<file path="config.mk">
export PLATFORM = sky130hd
export DESIGN_NAME = cies_core
export DESIGN_NICKNAME = d
export VERILOG_FILES = /design/src/hdl/cies_core.v /design/src/hdl/cies_regfile.v
export VERILOG_INCLUDE_DIRS = /design/src /design/src/hdl
export SDC_FILE = /design/constraint.sdc
export NUM_CORES = 1
export LEC_CHECK = 0
export BUFFER_PORTS_ARGS = -buffer_cell sky130_fd_sc_hd__buf_2
export CORE_ASPECT_RATIO = 1.25
export CORE_UTILIZATION = 30
export DETAILED_ROUTE_END_ITERATION = 12
export PLACE_DENSITY = 0.54
export SETUP_SLACK_MARGIN = 0.5
export SYNTH_ARGS = -nofsm -noshare
export SYNTH_HDL_FRONTEND = slang
export SYNTH_HIERARCHICAL = 1
export SYNTH_SLANG_ARGS = --single-unit
export TNS_END_PERCENT = 20
</file>
<file path="constraint.sdc">
create_clock -name pclk -period 32.1 [get_ports pclk]
set_input_delay 3.21 -clock pclk [delete_from_list [all_inputs] [get_ports pclk]]
set_output_delay 3.21 -clock pclk [all_outputs]
set_load 0.01 [all_outputs]
</file>
<file path="src/hdl/cies_consts.vh">
// Constants for the instruction execution subset: offsets, encodings, reset values
`ifndef CIES_CONSTS_VH
`define CIES_CONSTS_VH

// Register byte addresses on the APB side
`define CIES_ADDR_INSTR      8'h00
`define CIES_ADDR_ACCUM      8'h04
`define CIES_ADDR_STATUS     8'h08
`define CIES_ADDR_PC         8'h0c
`define CIES_ADDR_PC_LATCH   8'h10
`define CIES_ADDR_STACK_TOP  8'h14
`define CIES_ADDR_WDOG       8'h18
`define CIES_ADDR_FILE_ADDR  8'h1c
`define CIES_ADDR_FILE_DATA  8'h20

// Status register field positions
`define CIES_ST_ZERO_BIT     0
`define CIES_ST_PWRDN_BIT    1
`define CIES_ST_TMOUT_BIT    2
`define CIES_ST_BUSY_BIT     3
`define CIES_ST_SKIP_BIT     4

// Reset values
`define CIES_RST_ACCUM       8'h00
`define CIES_RST_PC          13'h0000
`define CIES_RST_PC_LATCH    5'h00
`define CIES_RST_TMOUT       1'b1
`define CIES_RST_PWRDN       1'b1
`define CIES_RST_ZERO        1'b0

// Instruction encodings (14-bit words)
`define CIES_OP_WDOG_CLR     14'h0064
`define CIES_OP_CLR_ACC_MASK 14'h3f80
`define CIES_OP_CLR_ACC_VAL  14'h0100
`define CIES_OP_CALL_MASK    14'h3800
`define CIES_OP_CALL_VAL     14'h2000
`define CIES_OP_BYTE_MASK    14'h3f00
`define CIES_OP_COMPL_REG    14'h0900
`define CIES_OP_CLR_REG      14'h0180
`define CIES_OP_CLR_REG_MASK 14'h3f80
`define CIES_OP_DEC_REG      14'h0300
`define CIES_OP_DEC_SKIP     14'h0b00
`define CIES_DEST_BIT        7

// Widths and depths
`define CIES_FILE_DEPTH      128
`define CIES_STACK_DEPTH     8

// Watchdog prescaler terminal count (divide ratio minus one)
`define CIES_WDOG_PRESC_MAX  8'hff
`define CIES_WDOG_MAX        8'hff

`endif

</file>
<file path="src/hdl/cies_core.v">
// Instruction execution core subset with APB register access
// Behaviour
// RULE1: watchdog clear zeroes counter, prescaler; sets flags
// RULE2: call pushes program counter plus one
// RULE3: call loads target and two latch bits
// RULE4: call takes two cycles, flags untouched
// RULE5: complement register, route by destination, zero
// RULE6: clear register writes zero, sets zero
// RULE7: clear accumulator writes zero, sets zero
// RULE8: decrement register, route by destination, zero
// RULE9: decrement-skip routes result, flags untouched
// RULE10: zero result replaces next instruction with nop
// RULE11: zero flag set exactly when result zero
// RULE12: taken skip lasts two cycles via nop
//
// The implementer's own choices: register access over APB and the address map.
`timescale 1ns/1ns
`default_nettype none
`include "cies_consts.vh"

module cies_core (
  input  wire        pclk,
  input  wire        presetn,
  input  wire        psel,
  input  wire        penable,
  input  wire        pwrite,
  input  wire [7:0]  paddr,
  input  wire [31:0] pwdata,
  output reg  [31:0] prdata,
  output wire        pready,
  output wire        pslverr
);

  localparam [1:0] ST_IDLE  = 2'd0;
  localparam [1:0] ST_EXEC  = 2'd1;
  localparam [1:0] ST_FLUSH = 2'd2;

  reg  [1:0]  state_r;
  reg  [1:0]  state_nxt;
  reg  [13:0] instr_r;
  reg  [7:0]  accum_r;
  reg  [7:0]  accum_nxt;
  reg  [12:0] pc_r;
  reg  [12:0] pc_nxt;
  reg  [4:0]  pc_high_latch_r;
  reg  [6:0]  file_addr_r;
  reg         zero_r;
  reg         zero_nxt;
  reg         timeout_flag_r;
  reg         powerdown_flag_r;
  reg         skip_r;
  reg         skip_nxt;
  reg  [7:0]  prescale_r;
  reg  [7:0]  watchdog_counter_r;
  reg  [12:0] stack_mem [0:`CIES_STACK_DEPTH-1];
  reg  [2:0]  sp_r;
  reg         push_nxt;
  reg         wdog_clr;
  reg         core_we;
  reg  [7:0]  core_wdata;
  reg  [31:0] rd_mux;

  wire        busy;
  wire        apb_acc;
  wire        apb_wr;
  wire        addr_ok;
  wire [6:0]  core_faddr;
  wire [7:0]  file_rdata;
  wire [7:0]  dec_val;
  wire [7:0]  inv_val;
  wire        dest_file;
  wire [12:0] pc_plus1;
  wire [12:0] stack_top;
  wire        rf_we;
  wire [6:0]  rf_waddr;
  wire [7:0]  rf_wdata;
  wire [6:0]  rf_raddr;
  wire        presc_tick;

  assign busy      = (state_r != ST_IDLE);
  assign apb_acc   = psel & penable;
  // Writes wait while an instruction is in flight so software never races the core
  assign pready    = ~(apb_acc & pwrite & busy);
  assign apb_wr    = apb_acc & pwrite & pready & addr_ok;
  assign addr_ok   = (paddr == `CIES_ADDR_INSTR) | (paddr == `CIES_ADDR_ACCUM) |
                     (paddr == `CIES_ADDR_STATUS) | (paddr == `CIES_ADDR_PC) |
                     (paddr == `CIES_ADDR_PC_LATCH) | (paddr == `CIES_ADDR_STACK_TOP) |
                     (paddr == `CIES_ADDR_WDOG) | (paddr == `CIES_ADDR_FILE_ADDR) |
                     (paddr == `CIES_ADDR_FILE_DATA);
  assign pslverr   = apb_acc & pready & ~addr_ok;

  assign core_faddr = instr_r[6:0];
  assign dest_file  = instr_r[`CIES_DEST_BIT];
  assign dec_val    = file_rdata - 8'h01;
  assign inv_val    = ~file_rdata;
  assign pc_plus1   = pc_r + 13'h0001;
  assign stack_top  = stack_mem[sp_r - 3'd1];

  // Core owns the file port while busy, software only while idle
  assign rf_we    = busy ? core_we : (apb_wr & (paddr == `CIES_ADDR_FILE_DATA));
  assign rf_waddr = busy ? core_faddr : file_addr_r;
  assign rf_wdata = busy ? core_wdata : pwdata[7:0];
  assign rf_raddr = busy ? core_faddr : file_addr_r;

  cies_regfile u_regfile (
    .pclk  (pclk),
    .we    (rf_we),
    .waddr (rf_waddr),
    .wdata (rf_wdata),
    .raddr (rf_raddr),
    .rdata (file_rdata)
  );

  // Execute stage decode
  always @* begin
    state_nxt  = state_r;
    accum_nxt  = accum_r;
    pc_nxt     = pc_r;
    zero_nxt   = zero_r;
    skip_nxt   = 1'b0;
    push_nxt   = 1'b0;
    wdog_clr   = 1'b0;
    core_we    = 1'b0;
    core_wdata = 8'h00;
    case (state_r)
      ST_EXEC: begin
        state_nxt = ST_IDLE;
        pc_nxt    = pc_plus1;
        if (instr_r == `CIES_OP_WDOG_CLR) begin
          wdog_clr = 1'b1; // RULE1
        end else if ((instr_r & `CIES_OP_CALL_MASK) == `CIES_OP_CALL_VAL) begin
          push_nxt  = 1'b1; // RULE2
          pc_nxt    = {pc_high_latch_r[4:3], instr_r[10:0]}; // RULE3
          state_nxt = ST_FLUSH; // RULE4
        end else if ((instr_r & `CIES_OP_BYTE_MASK) == `CIES_OP_COMPL_REG) begin
          zero_nxt = (inv_val == 8'h00); // RULE11
          if (dest_file) begin
            core_we    = 1'b1; // RULE5
            core_wdata = inv_val;
          end else begin
            accum_nxt = inv_val; // RULE5
          end
        end else if ((instr_r & `CIES_OP_CLR_REG_MASK) == `CIES_OP_CLR_REG) begin
          core_we    = 1'b1; // RULE6
          core_wdata = 8'h00;
          zero_nxt   = 1'b1;
        end else if ((instr_r & `CIES_OP_CLR_ACC_MASK) == `CIES_OP_CLR_ACC_VAL) begin
          accum_nxt = 8'h00; // RULE7
          zero_nxt  = 1'b1;
        end else if ((instr_r & `CIES_OP_BYTE_MASK) == `CIES_OP_DEC_REG) begin
          zero_nxt = (dec_val == 8'h00); // RULE8 RULE11
          if (dest_file) begin
            core_we    = 1'b1;
            core_wdata = dec_val;
          end else begin
            accum_nxt = dec_val;
          end
        end else if ((instr_r & `CIES_OP_BYTE_MASK) == `CIES_OP_DEC_SKIP) begin
          if (dest_file) begin
            core_we    = 1'b1; // RULE9
            core_wdata = dec_val;
          end else begin
            accum_nxt = dec_val; // RULE9
          end
          if (dec_val == 8'h00) begin
            skip_nxt  = 1'b1; // RULE10
            state_nxt = ST_FLUSH; // RULE12
          end
        end
      end
      ST_FLUSH: begin
        // Second cycle is a forced nop; a skip also steps over the discarded word
        state_nxt = ST_IDLE;
        if (skip_r) begin
          pc_nxt = pc_plus1; // RULE10 RULE12
        end
      end
      default: begin
        state_nxt = ST_IDLE;
      end
    endcase
  end

  always @(posedge pclk or negedge presetn) begin
    if (!presetn) begin
      state_r          <= ST_IDLE;
      instr_r          <= 14'h0000;
      accum_r          <= `CIES_RST_ACCUM;
      pc_r             <= `CIES_RST_PC;
      pc_high_latch_r  <= `CIES_RST_PC_LATCH;
      file_addr_r      <= 7'h00;
      zero_r           <= `CIES_RST_ZERO;
      skip_r           <= 1'b0;
      sp_r             <= 3'd0;
    end else begin
      state_r <= state_nxt;
      accum_r <= accum_nxt;
      pc_r    <= pc_nxt;
      zero_r  <= zero_nxt;
      skip_r  <= skip_nxt;
      if (push_nxt) begin
        sp_r <= sp_r + 3'd1; // RULE2
      end
      // Software writes only land while idle, so they never collide with decode
      if (apb_wr) begin
        case (paddr)
          `CIES_ADDR_INSTR: begin
            instr_r <= pwdata[13:0];
            state_r <= ST_EXEC;
          end
          `CIES_ADDR_ACCUM: begin
            accum_r <= pwdata[7:0];
          end
          `CIES_ADDR_STATUS: begin
            zero_r <= pwdata[`CIES_ST_ZERO_BIT];
          end
          `CIES_ADDR_PC: begin
            pc_r <= pwdata[12:0];
          end
          `CIES_ADDR_PC_LATCH: begin
            pc_high_latch_r <= pwdata[4:0];
          end
          `CIES_ADDR_FILE_ADDR: begin
            file_addr_r <= pwdata[6:0];
          end
          default: begin
            file_addr_r <= file_addr_r;
          end
        endcase
      end
    end
  end

  // Return stack wraps after eight pushes, overwriting the oldest entry
  always @(posedge pclk) begin
    if (push_nxt) begin
      stack_mem[sp_r] <= pc_plus1; // RULE2
    end
  end

  // Watchdog: prescaler tick advances the counter; wrap drops the timeout flag
  assign presc_tick = (prescale_r == `CIES_WDOG_PRESC_MAX);

  always @(posedge pclk or negedge presetn) begin
    if (!presetn) begin
      prescale_r         <= 8'h00;
      watchdog_counter_r <= 8'h00;
      timeout_flag_r     <= `CIES_RST_TMOUT;
      powerdown_flag_r   <= `CIES_RST_PWRDN;
    end else if (wdog_clr) begin
      // Clear wins over a coincident timeout
      prescale_r         <= 8'h00; // RULE1
      watchdog_counter_r <= 8'h00; // RULE1
      timeout_flag_r     <= 1'b1; // RULE1
      powerdown_flag_r   <= 1'b1; // RULE1
    end else begin
      prescale_r <= prescale_r + 8'h01;
      if (presc_tick) begin
        watchdog_counter_r <= watchdog_counter_r + 8'h01;
        if (watchdog_counter_r == `CIES_WDOG_MAX) begin
          timeout_flag_r <= 1'b0;
        end
      end
    end
  end

  // Read data mux; unmapped addresses read zero
  always @* begin
    rd_mux = 32'h0000_0000;
    case (paddr)
      `CIES_ADDR_INSTR:     rd_mux = {18'h00000, instr_r};
      `CIES_ADDR_ACCUM:     rd_mux = {24'h000000, accum_r};
      `CIES_ADDR_STATUS:    rd_mux = {27'h0000000, skip_r, busy, timeout_flag_r, powerdown_flag_r, zero_r};
      `CIES_ADDR_PC:        rd_mux = {19'h00000, pc_r};
      `CIES_ADDR_PC_LATCH:  rd_mux = {27'h0000000, pc_high_latch_r};
      `CIES_ADDR_STACK_TOP: rd_mux = {16'h0000, sp_r, stack_top};
      `CIES_ADDR_WDOG:      rd_mux = {16'h0000, prescale_r, watchdog_counter_r};
      `CIES_ADDR_FILE_ADDR: rd_mux = {25'h0000000, file_addr_r};
      `CIES_ADDR_FILE_DATA: rd_mux = {24'h000000, file_rdata};
      default:              rd_mux = 32'h0000_0000;
    endcase
  end

  // Word is latched at the end of the setup cycle, so reads keep zero wait states
  // while the data output still comes straight from a flip-flop
  always @(posedge pclk or negedge presetn) begin
    if (!presetn) begin
      prdata <= 32'h0000_0000;
    end else if (psel & ~penable) begin
      prdata <= rd_mux;
    end
  end

endmodule // cies_core

`default_nettype wire

</file>
<file path="src/hdl/cies_regfile.v">
// File register array: one synchronous write port, one asynchronous read port
`timescale 1ns/1ns
`default_nettype none
`include "cies_consts.vh"

module cies_regfile (
  input  wire       pclk,
  input  wire       we,
  input  wire [6:0] waddr,
  input  wire [7:0] wdata,
  input  wire [6:0] raddr,
  output wire [7:0] rdata
);

  reg [7:0] mem [0:`CIES_FILE_DEPTH-1];

  // No reset: contents are undefined after power-up, as in a real core
  always @(posedge pclk) begin
    if (we) begin
      mem[waddr] <= wdata;
    end
  end

  assign rdata = mem[raddr];

endmodule // cies_regfile

`default_nettype wire

</file>
# Yosys cells after proc, flatten, opt, wreduce, memory -nomap -nowiden
# Memory sizes are Yosys's and may differ from the RTL's.
# Cells that the tools add are included.
[classes]
add_sub_neg = 6
eq_ne = 19
muxes = 85
n_bitwise = 21
n_reduce_logical = 10
[ops]
columns = ["cell", "count"]
rows = [
  ["two-way mux 8 bit", 26],
  ["one-hot mux 16 bit (9 select lines)", 1],
  ["two-way mux 13 bit", 5],
  ["two-way mux 1 bit", 40],
  ["== test 8 x 5 -> 1 bit (second input constant)", 4],
  ["one-hot mux 13 bit (2 select lines)", 1],
  ["zero test 8 bit", 3],
  ["two-way mux 2 bit", 11],
  ["adder 8 x 1 -> 8 bit (second input constant)", 2],
  ["== test 8 x 4 -> 1 bit (second input constant)", 2],
  ["== test 8 bit (second input constant)", 2],
  ["== test 14 x 7 -> 1 bit (second input constant)", 1],
  ["== test 7 x 2 -> 1 bit (second input constant)", 2],
  ["adder 13 x 1 -> 13 bit (second input constant)", 1],
  ["== test 6 x 4 -> 1 bit (second input constant)", 2],
  ["AND 1 bit", 9],
  ["== test 8 x 3 -> 1 bit (second input constant)", 1],
  ["== test 8 x 6 -> 1 bit (second input constant)", 1],
  ["inverter 8 bit", 1],
  ["OR 1 bit", 8],
  ["AND reduction 2 bit", 4],
  ["subtractor 8 x 1 -> 8 bit (second input constant)", 1],
  ["two-way mux 7 bit", 1],
  ["== test 6 x 2 -> 1 bit (second input constant)", 1],
  ["other kinds (7)", 11],
]
[word_totals]
ff_bits = 103
ram_bits = 1128
input_bits = 45
out_inout_bits = 34
wordCells = 156
mem_count = 2
[memory_table]
columns = ["name", "depth", "word_bits", "rd", "rd_clocked_by_memory_dff", "wr", "line", "rtl"]
rows = [
  ["u_regfile.mem", 128, 8, 1, 0, 1, "cies_regfile.v:15", "reg [7:0] mem [0:`CIES_FILE_DEPTH-1];"],
  ["stack_mem", 8, 13, 1, 0, 1, "cies_core.v:55", "reg [12:0] stack_mem [0:`CIES_STACK_DEPTH-1];"],
]

# Longest topological paths before layout
# Gate-level depths: netlist (run 1).
# An unclocked memory read counts as a cell.
[depth]
depth_word = 16
ltp_mapped = 18
mapped_depth_nobuf = 14

# Hierarchy
# The synthesis (run 1) kept the hierarchy.
[modules_own_cells]
columns = ["mod", "instances", "cells_each", "area_each_um2", "seq_area_each_um2"]
rows = [
  ["cies_regfile", 1, 1627, 39505.4, 30749.5],
  ["cies_core", 1, 863, 9924.5, 5301.3],
]

# Least setup slack after synthesis (run 1)
# Ideal clock, no wire load.
[synth_path]
path_type = "register to register"
start = "register state_r[0]"
end = "memory u_regfile.mem[0][0] (data pin)"
setup_time_ps = 1589
arrival_ps = 10933
t_required_ps = 30511
setup_slack_ps = 19578
stages_incl_launch_ff = 12
path_buffers = 3
synth_period_minus_slack_ps = 12522
path_cell_list = "dfrtp_1 inv_1 ha_1 buf_1 mux2_2 clkbuf_1 buf_1 mux4_2 mux4_2 mux4_2 mux2_2 o41ai_1"
[synth_between]
elab_chain_len = 14
elab_cells_between_ends = 17
cone_classes = "add/sub: 1; eq/ne: 1; mux: 12; bitwise: 1; reduce/logical: 1; memory: 1"
[synth_lines]
columns = ["item", "line", "rtl"]
rows = [
  ["from (decl)", "cies_core.v:38", "reg [1:0] state_r;"],
  ["from (signal assigned)", "cies_core.v:196", "state_r <= state_nxt;"],
  ["nonzero test 2 bit (*)", "cies_core.v:80", "assign busy = (state_r != ST_IDLE);"],
  ["two-way mux 7 bit (*)", "cies_core.v:103", "assign rf_raddr = busy ? core_faddr : file_addr_r;"],
  ["via rf_raddr[0]", "cies_core.v:77", "wire [6:0] rf_raddr;"],
  ["memory read (128 x 8 bit) (*)", "n/a", ""],
  ["via file_rdata[0]", "cies_core.v:68", "wire [7:0] file_rdata;"],
  ["subtractor 8 x 1 -> 8 bit", "cies_core.v:94", "assign dec_val = file_rdata - 8'h01;"],
  ["two-way mux 8 bit", "cies_core.v:152, cies_core.v:159", ""],
  ["two-way mux 8 bit", "cies_core.v:158", "end else if ((instr_r & `CIES_OP_BYTE_MASK) == `CIES_OP_DEC_SKIP) begin"],
  ["two-way mux 8 bit", "cies_core.v:150", "end else if ((instr_r & `CIES_OP_BYTE_MASK) == `CIES_OP_DEC_REG) begin"],
  ["two-way mux 8 bit", "cies_core.v:147", "end else if ((instr_r & `CIES_OP_CLR_ACC_MASK) == `CIES_OP_CLR_ACC_VAL) begin"],
  ["two-way mux 8 bit", "cies_core.v:143", "end else if ((instr_r & `CIES_OP_CLR_REG_MASK) == `CIES_OP_CLR_REG) begin"],
  ["two-way mux 8 bit (*)", "cies_core.v:135", "end else if ((instr_r & `CIES_OP_BYTE_MASK) == `CIES_OP_COMPL_REG) begin"],
  ["two-way mux 8 bit (*)", "cies_core.v:131", "end else if ((instr_r & `CIES_OP_CALL_MASK) == `CIES_OP_CALL_VAL) begin"],
  ["two-way mux 8 bit (*)", "cies_core.v:129", "if (instr_r == `CIES_OP_WDOG_CLR) begin"],
  ["two-way mux 8 bit (*)", "cies_core.v:125", "case (state_r)"],
  ["two-way mux 8 bit (*)", "cies_core.v:102", "assign rf_wdata = busy ? core_wdata : pwdata[7:0];"],
  ["via rf_wdata[0]", "cies_core.v:76", "wire [7:0] rf_wdata;"],
  ["to (decl)", "cies_regfile.v:15", ""],
]
# The timed path passes the listed nets; every way through them passes the cells marked *.

# Final worst setup path (run 1)
[layout_path]
start = "register state_r[0]"
end = "memory u_regfile.mem[57][6] (data pin)"
[layout_between]
elab_chain_len = 14
elab_cells_between_ends = 17
cone_classes = "add/sub: 1; eq/ne: 1; mux: 12; bitwise: 1; reduce/logical: 1; memory: 1"
[layout_lines]
columns = ["item", "line"]
rows = [
  ["nonzero test 2 bit (*)", "cies_core.v:80"],
  ["two-way mux 7 bit (*)", "cies_core.v:103"],
  ["via rf_raddr[0]", "cies_core.v:77"],
  ["memory read (128 x 8 bit) (*)", "n/a"],
  ["via file_rdata[0]", "cies_core.v:68"],
  ["subtractor 8 x 1 -> 8 bit (*)", "cies_core.v:94"],
  ["two-way mux 8 bit (*)", "cies_core.v:152, cies_core.v:159"],
  ["two-way mux 8 bit", "cies_core.v:158"],
  ["two-way mux 8 bit (*)", "cies_core.v:150"],
  ["two-way mux 8 bit (*)", "cies_core.v:147"],
  ["two-way mux 8 bit (*)", "cies_core.v:143"],
  ["two-way mux 8 bit (*)", "cies_core.v:135"],
  ["two-way mux 8 bit (*)", "cies_core.v:131"],
  ["two-way mux 8 bit (*)", "cies_core.v:129"],
  ["two-way mux 8 bit (*)", "cies_core.v:125"],
  ["two-way mux 8 bit (*)", "cies_core.v:102"],
  ["via rf_wdata[6]", "cies_core.v:76"],
]
# Marked as above.

==> impl_metrics.json, run 1 <==
{
  "place_area_um2": 52300,
  "ys.flop_type": "edfxtp_1",
  "grt_max_degree": 126,
  "numCtsBuffers": 118,
  "via_per_inst": 5.01,
  "antenna_cells": 0,
  "yosysMostFrequentCell": "edfxtp_1",
  "die-width_um": 365,
  "yosysWarnings": 6,
  "num-nets-final": 2616,
  "crit_path_end_kind": "flop",
  "finalCritPeriodShare_pct": 27.6,
  "worst_pin_slew_ns": 1.17,
  "io_buffers": 44,
  "start_util_pct": 30.2,
  "regToRegSetupSlack_ns": 23.23,
  "syn_area_per_cell_um2": 19.9,
  "holdWs_ns": 0.471,
  "finalWeightedCongestion": 0.841,
  "cp_max_fo": 84,
  "ys_seq_area_share_pct": 72.9,
  "status": "finished, final reports clean",
  "synthArstFlopShare_pct": 7.16,
  "worst_path_max_delay_cell": "mux2_8",
  "yosysTopAreaCellShare_pct": 68.5,
  "clock_skew_ns": 0.0788,
  "path_buf_inv": 7,
  "drt-initial-drc-count": 2084,
  "area_growth_pct": 14.2,
  "clk_latency_ns": 0.78,
  "crit_path_frequent_cell": "buf_4",
  "final_area_um2": 56400,
  "crit_required_ns": 32.48,
  "crit_chain": "inv_1 -> ha_1 -> buf_4 -> mux2_8 -> buf_4 -> buf_4 -> mux4_2 -> mux4_2 -> mux4_2 -> mux2_2 -> inv_1 -> ha_1 -> nor3b_1 -> nand4_1 -> a21oi_1 -> a31oi_1 -> o21ai_4 -> buf_4 -> buf_4",
  "groute.usage.overall_pct": 14.5,
  "num_rows": 166,
  "fin_ws_ns": 23.23,
  "path_class": "flop to flop",
  "die_y_um": 456,
  "grt_pass1_wl_um": 176000,
  "total_power_mw": 3.25,
  "drc": 0,
  "p_leak_nw": 17.0,
  "vias": 24300,
  "slew_headroom_pct": 21.7,
  "htree_levels": 3,
  "drive_gt1_share_pct": 26.9,
  "place_hpwl_um": 73600,
  "placedCellCount": 4624,
  "power_density_nw_per_um2": 57.5,
  "syn_area_um2": 49400,
  "synth-edff-count": 1128,
  "routedWlPerCell_um": 24.8,
  "cp_top_family": "buffers and inverters",
  "setup_viol": 0,
  "start_kind": "flop",
  "fin_cells": 4844,
  "antenna_left": 0,
  "cpPeakStageDelay_ns": 0.81,
  "pre_cts_ws_ns": 23.14,
  "antenna_found_initial": 10,
  "fin_util_pct": 34.5,
  "synth_area_leaders": "edfxtp_1, mux4_2, dfrtp_1, nor2_1, nand2_1",
  "core-area_um2": 164000,
  "clkTransAtPathRegs_ns": 0.06,
  "die-area_um2": 166000,
  "timing.fmax_mhz": 113,
  "ctsResizeCount": 0,
  "synthCells": 2490,
  "cts.sinks": 1215,
  "clockRootBuffer": "clkbuf_16",
  "hold_path.class": "flop to flop",
  "drv_slew": 0,
  "ctsLongestPathBuffers": 3,
  "grt_remaining_overflow": 0,
  "ios": 79,
  "drt-pass1-iter-count": 7,
  "cts_tree": "yes",
  "ys_types": 81,
  "drv_cap": 0,
  "grt_setup_unrepaired": "false",
  "first_global_vias": 24800,
  "vdd_ir_drop_max_v": 0.0000457,
  "synth_common_cells": "edfxtp_1, mux4_2, nor2_1",
  "yosys.area.top_type": "edfxtp_1",
  "final-hold-violation-count": 0,
  "fin_crit_ns": 8.87,
  "ctsHoldBuffers": 0,
  "cts_setup_buffers": 0,
  "routed_wl_um": 120000,
  "synth-seq-cells": 1215,
  "tns_ns": 0,
  "arrival_ns": 9.25
}
-- cells by family after synthesis --
kind of cell               share of synthesized area [%]
adders and majority gates                          0.278
AOI/OAI and AO/OA                                   2.32
xor gates and xnor gates                           0.602
other                                            0.00759
and+or+nand+nor                                     4.55
DFF                                                 72.9
buffers and inverters                               1.60
muxes                                               17.7
-- layer usage --
layer / track usage (%) / up-vias / wire length, µm
met2: 25.0 / 644 / 62800
li1: - / 10400 / -
met1: 18.4 / 13100 / 48500
met5: 0 / - / 13
met4: 5.09 / 2 / 3580
met3: 1.99 / 195 / 5140
-- cells in the final DEF, fill, tap and decap left out, types with 6 or more instances in the layout --
cell type / n
nand4_1: 13
nor2b_1: 15
mux2i_1: 13
nand2_1: 118
dfrtp_1: 85
nor4_1: 8
nand3_1: 38
inv_1: 11
clkinv_1: 21
edfxtp_1: 1128
bufinv_16: 21
mux4_2: 361
and2_1: 8
o22ai_1: 8
a31oi_1: 9
o21ai_0: 51
clkbuf_1: 18
a21oi_1: 37
and3_1: 10
a2111oi_0: 6
nor2_1: 176
nand2b_1: 8
clkinv_2: 18
conb_1: 16
clkinvlp_4: 8
xnor2_1: 15
xor2_1: 18
clkbuf_16: 119
mux2_1: 8
nor3_1: 17
ha_1: 11
nor3_2: 6
buf_4: 49
a22oi_1: 12
mux2_2: 32
buf_2: 43
-- state kept, by name, indices dropped and copies added, names as in the netlist --
signal and count:
state_r 2, pc_r 13, file_addr_r 7, sp_r 3, stack_mem 104, pc_high_latch_r 5
zero_r 1, skip_r 1, timeout_flag_r 1, accum_r 8, watchdog_counter_r 8, u_regfile/mem 1024
prescale_r 8, instr_r 14, prdata 16
-- power by group --
| part | switching, mW | internal [mW] |
|---|---|---|
| clock network | 0.618 | 0.858 |
| logic | 0.0338 | 0.00664 |
| registers | 0.000672 | 1.73 |
-- worst reg2reg max path, delay by kind of cell, from the launching register on --
kind                       cells  cell delay (ns)
adders and majority gates      2             0.40
buffers and inverters          7             3.51
and+or+nand+nor                2             0.72
DFF                            1             0.38
muxes                          5             3.03
AOI/OAI and AO/OA              3             0.41
-- final timing paths --
path,startpoint,cells past startpoint,end
max,state_r[0],19,u_regfile/mem[57][6]
min,prdata[13],2,prdata[13]
max reg2reg,state_r[0],19,u_regfile/mem[57][6]
min reg2reg,prdata[13],2,prdata[13]
max in group asynchronous,presetn,2,prdata[8]
min in group asynchronous,presetn,1,accum_r[0]
-- cell type report --
type	count	area, µm²
multi-input cells	1120	12900
clock buffers	139	3070
fillers	15400	107000
flip-flops and latches	1215	36100
well taps	2184	2730
repair buffers	93	603
clock inverters	81	1070
inverters	12	45.0
(Power assumes the default switching activity.)
==> run 2: changes to the inputs <==
- ABC_AREA: default -> 1
- clock period: 32.1 -> 8.73 ns (I/O delays scaled with it)
==> impl_metrics.json, run 2 <==
{
  "cp_top_family": "simple AND/OR/NAND/NOR gates",
  "yosysTopAreaCellShare_pct": 64.7,
  "power_density_nw_per_um2": 199,
  "ctsResizeCount": 0,
  "pwr-share-clk_pct": 44.5,
  "antenna_found_initial": 1,
  "synth-edff-count": 1128,
  "vias": 35100,
  "die-width_um": 376,
  "grt_remaining_overflow": 0,
  "finalCritPeriodShare_pct": 72.3,
  "drt-initial-drc-count": 2987,
  "via_per_inst": 4.86,
  "drc": 0,
  "yosysMostFrequentCell": "nand2_1",
  "p_leak_nw": 20.9,
  "clockRootBuffer": "clkbuf_16",
  "synth_simple_gate_area_share_pct": 23.8,
  "clkTransAtPathRegs_ns": 0.06,
  "numCtsBuffers": 119,
  "final-hold-violation-count": 0,
  "groute.usage.overall_pct": 15.6,
  "drv_cap": 0,
  "multi_input_area_um2": 14300,
  "htree_levels": 3,
  "area_growth_pct": 12.2,
  "finalWeightedCongestion": 0.883,
  "ys_types": 47,
  "ctsLongestPathBuffers": 3,
  "p_seq_share_pct": 54.2,
  "routed_wl_um": 140000,
  "core-area_um2": 174000,
  "fillCellCount": 17200,
  "drive_gt1_share_pct": 7.08,
  "p_comb_share_pct": 1.3,
  "num_rows": 171,
  "cpPeakStageDelay_ns": 0.85,
  "setup_viol": 0,
  "regToRegSetupSlack_ns": 2.41,
  "worst_pin_slew_ns": 1.06,
  "hold_path.class": "input pin to asynchronous set/reset pin",
  "yosysWarnings": 6,
  "crit_path_end_kind": "flop",
  "timing.rr.end": "u_regfile/mem[64][3]",
  "path_class": "flop to flop",
  "drt-pass1-iter-count": 5,
  "status": "finished, final reports clean",
  "first_global_vias": 33100,
  "die-area_um2": 176000,
  "crit_required_ns": 9.18,
  "crit_chain": "inv_1 -> ha_1 -> buf_4 -> o21ai_4 -> inv_16 -> buf_4 -> nand2_1 -> nand3_1 -> nand3_1 -> nand3_1 -> nand2_1 -> nand2_1 -> nand3_1 -> nand2_1 -> nand2_1 -> nand2_1 -> nor2_1 -> nand2_1 -> nand2_1 -> nand2_1 -> inv_1 -> a21oi_1 -> o22ai_4 -> buf_12",
  "syn_area_per_cell_um2": 10.9,
  "cts_setup_buffers": 0,
  "ctsHoldBuffers": 0,
  "synth-compound-area-share_pct": 2.54,
  "ys.flop_type": "edfxtp_1",
  "cts.sinks": 1215,
  "grt_pass1_wl_um": 210000,
  "cp_max_fo": 142,
  "clock_skew_ns": 0.0468,
  "intPower_mw": 9.33,
  "largest_reg_flops": 1024,
  "synth_top_family_by_area": "simple AND/OR/NAND/NOR gates",
  "fin_ws_ns": 2.41,
  "start_kind": "flop",
  "synth_xor_xnor_area_share_pct": 0.117,
  "crit_path_frequent_cell": "nand2_1",
  "clk_latency_ns": 0.78,
  "vdd_ir_drop_max_v": 0.000163,
  "path_buf_inv": 6,
  "final_cell_mix": "nand2_1, edfxtp_1, nand3_1",
  "place_hpwl_um": 80700,
  "synth.area.mux_share_pct": 0,
  "fin_crit_ns": 6.32,
  "antenna_left": 0,
  "yosys.area.top_type": "edfxtp_1",
  "drv_slew": 0,
  "worst_path_max_delay_cell": "o21ai_4",
  "final_area_um2": 58700,
  "cts_tree": "yes",
  "ys_seq_area_share_pct": 68.9,
  "tns_ns": 0,
  "seq_area_um2": 36100,
  "synth-seq-cells": 1215,
  "switching_share_pct": 20.4,
  "largestRegisters": "u_regfile/mem (1024), stack_mem (104), prdata (16)",
  "synth_fa_ha_area_share_pct": 0.263,
  "num-nets-final": 4828,
  "place_area_um2": 54700,
  "syn_area_um2": 52300,
  "slew_headroom_pct": 29.2,
  "fin_util_pct": 33.8,
  "synthArstFlopShare_pct": 7.16,
  "arrival_ns": 6.76,
  "synth_area_leaders": "edfxtp_1, nand2_1, nand3_1, dfrtp_1, nor2_1",
  "pre_cts_ws_ns": 2.52,
  "synth_common_cells": "nand2_1, edfxtp_1, nand3_1",
  "timing.fmax_mhz": 158,
  "worst_r2r_path_depth": 24,
  "grt_setup_unrepaired": "false",
  "layout_commonest_cell": "nand2_1",
  "grt_max_degree": 156,
  "io_buffers": 44,
  "routedWlPerCell_um": 19.4,
  "reg2reg_from": "state_r[0]",
  "p_switching_mw": 2.38,
  "start_util_pct": 30.2,
  "ios": 79,
  "die_y_um": 469,
  "regMostFlops": "u_regfile/mem",
  "synthCells": 4822
}
[run 2: power by group through the flow]
stage	Combinational (mW)	Sequential [mW]	Clock, mW
final	0.148	6.35	5.21
after global routing	0.161	6.35	5.53
after CTS	0.151	6.35	5.32
after detailed placement	0.151	6.48	0
after global placement	0.147	6.48	0
after floorplan	0.0638	6.49	0
[run 2: per-stage QoR]
step                cells  power [mW]  hold WS, ns
finish               7211        11.7       0.0586
floorplan            4837        6.56        0.453
global route         7211        12.0       0.0574
global placement     6986        6.62        0.461
CTS                  7210        11.8       0.0179
detailed placement   6986        6.63        0.462
[run 2: area by class of cell]
type,count,area share [%]
Antenna cell,1,0.00426
Multi-Input combinational cell,3172,24.3
Sequential cell,1215,61.4
Clock buffer,147,5.30
Tap cell,2335,4.98
Timing Repair Buffer,101,1.49
Inverter,163,1.09
Clock inverter,77,1.47
[run 2: how the worst max path moves through the flow]
stage                                end  depth (start not counted)  slack (ns)        from
floorplan            u_regfile/mem[0][6]                         24        1.15  state_r[0]
global placement     u_regfile/mem[4][4]                         24        2.57  state_r[0]
detailed placement  u_regfile/mem[98][3]                         24        2.52  state_r[0]
CTS                 u_regfile/mem[64][3]                         24        2.46  state_r[0]
global route        u_regfile/mem[65][3]                         24        1.99  state_r[0]
finish              u_regfile/mem[64][3]                         24        2.41  state_r[0]
[run 2: logic make-up after synthesis]
kind of cell / after synthesis
simple gates: 2904
flops: 1215
buf+inv: 450
compound gates: 234
fa+ha+maj: 11
xor+xnor: 7
other cells: 1
[run 2: routing by layer]
layer	share of wire, %	GRT usage (%)	vias up
met5	0	0	-
met4	4.4	7.56	0
met3	5.1	1.90	233
met2	49	26.3	1074
met1	42	20.0	17100
li1	-	-	16600
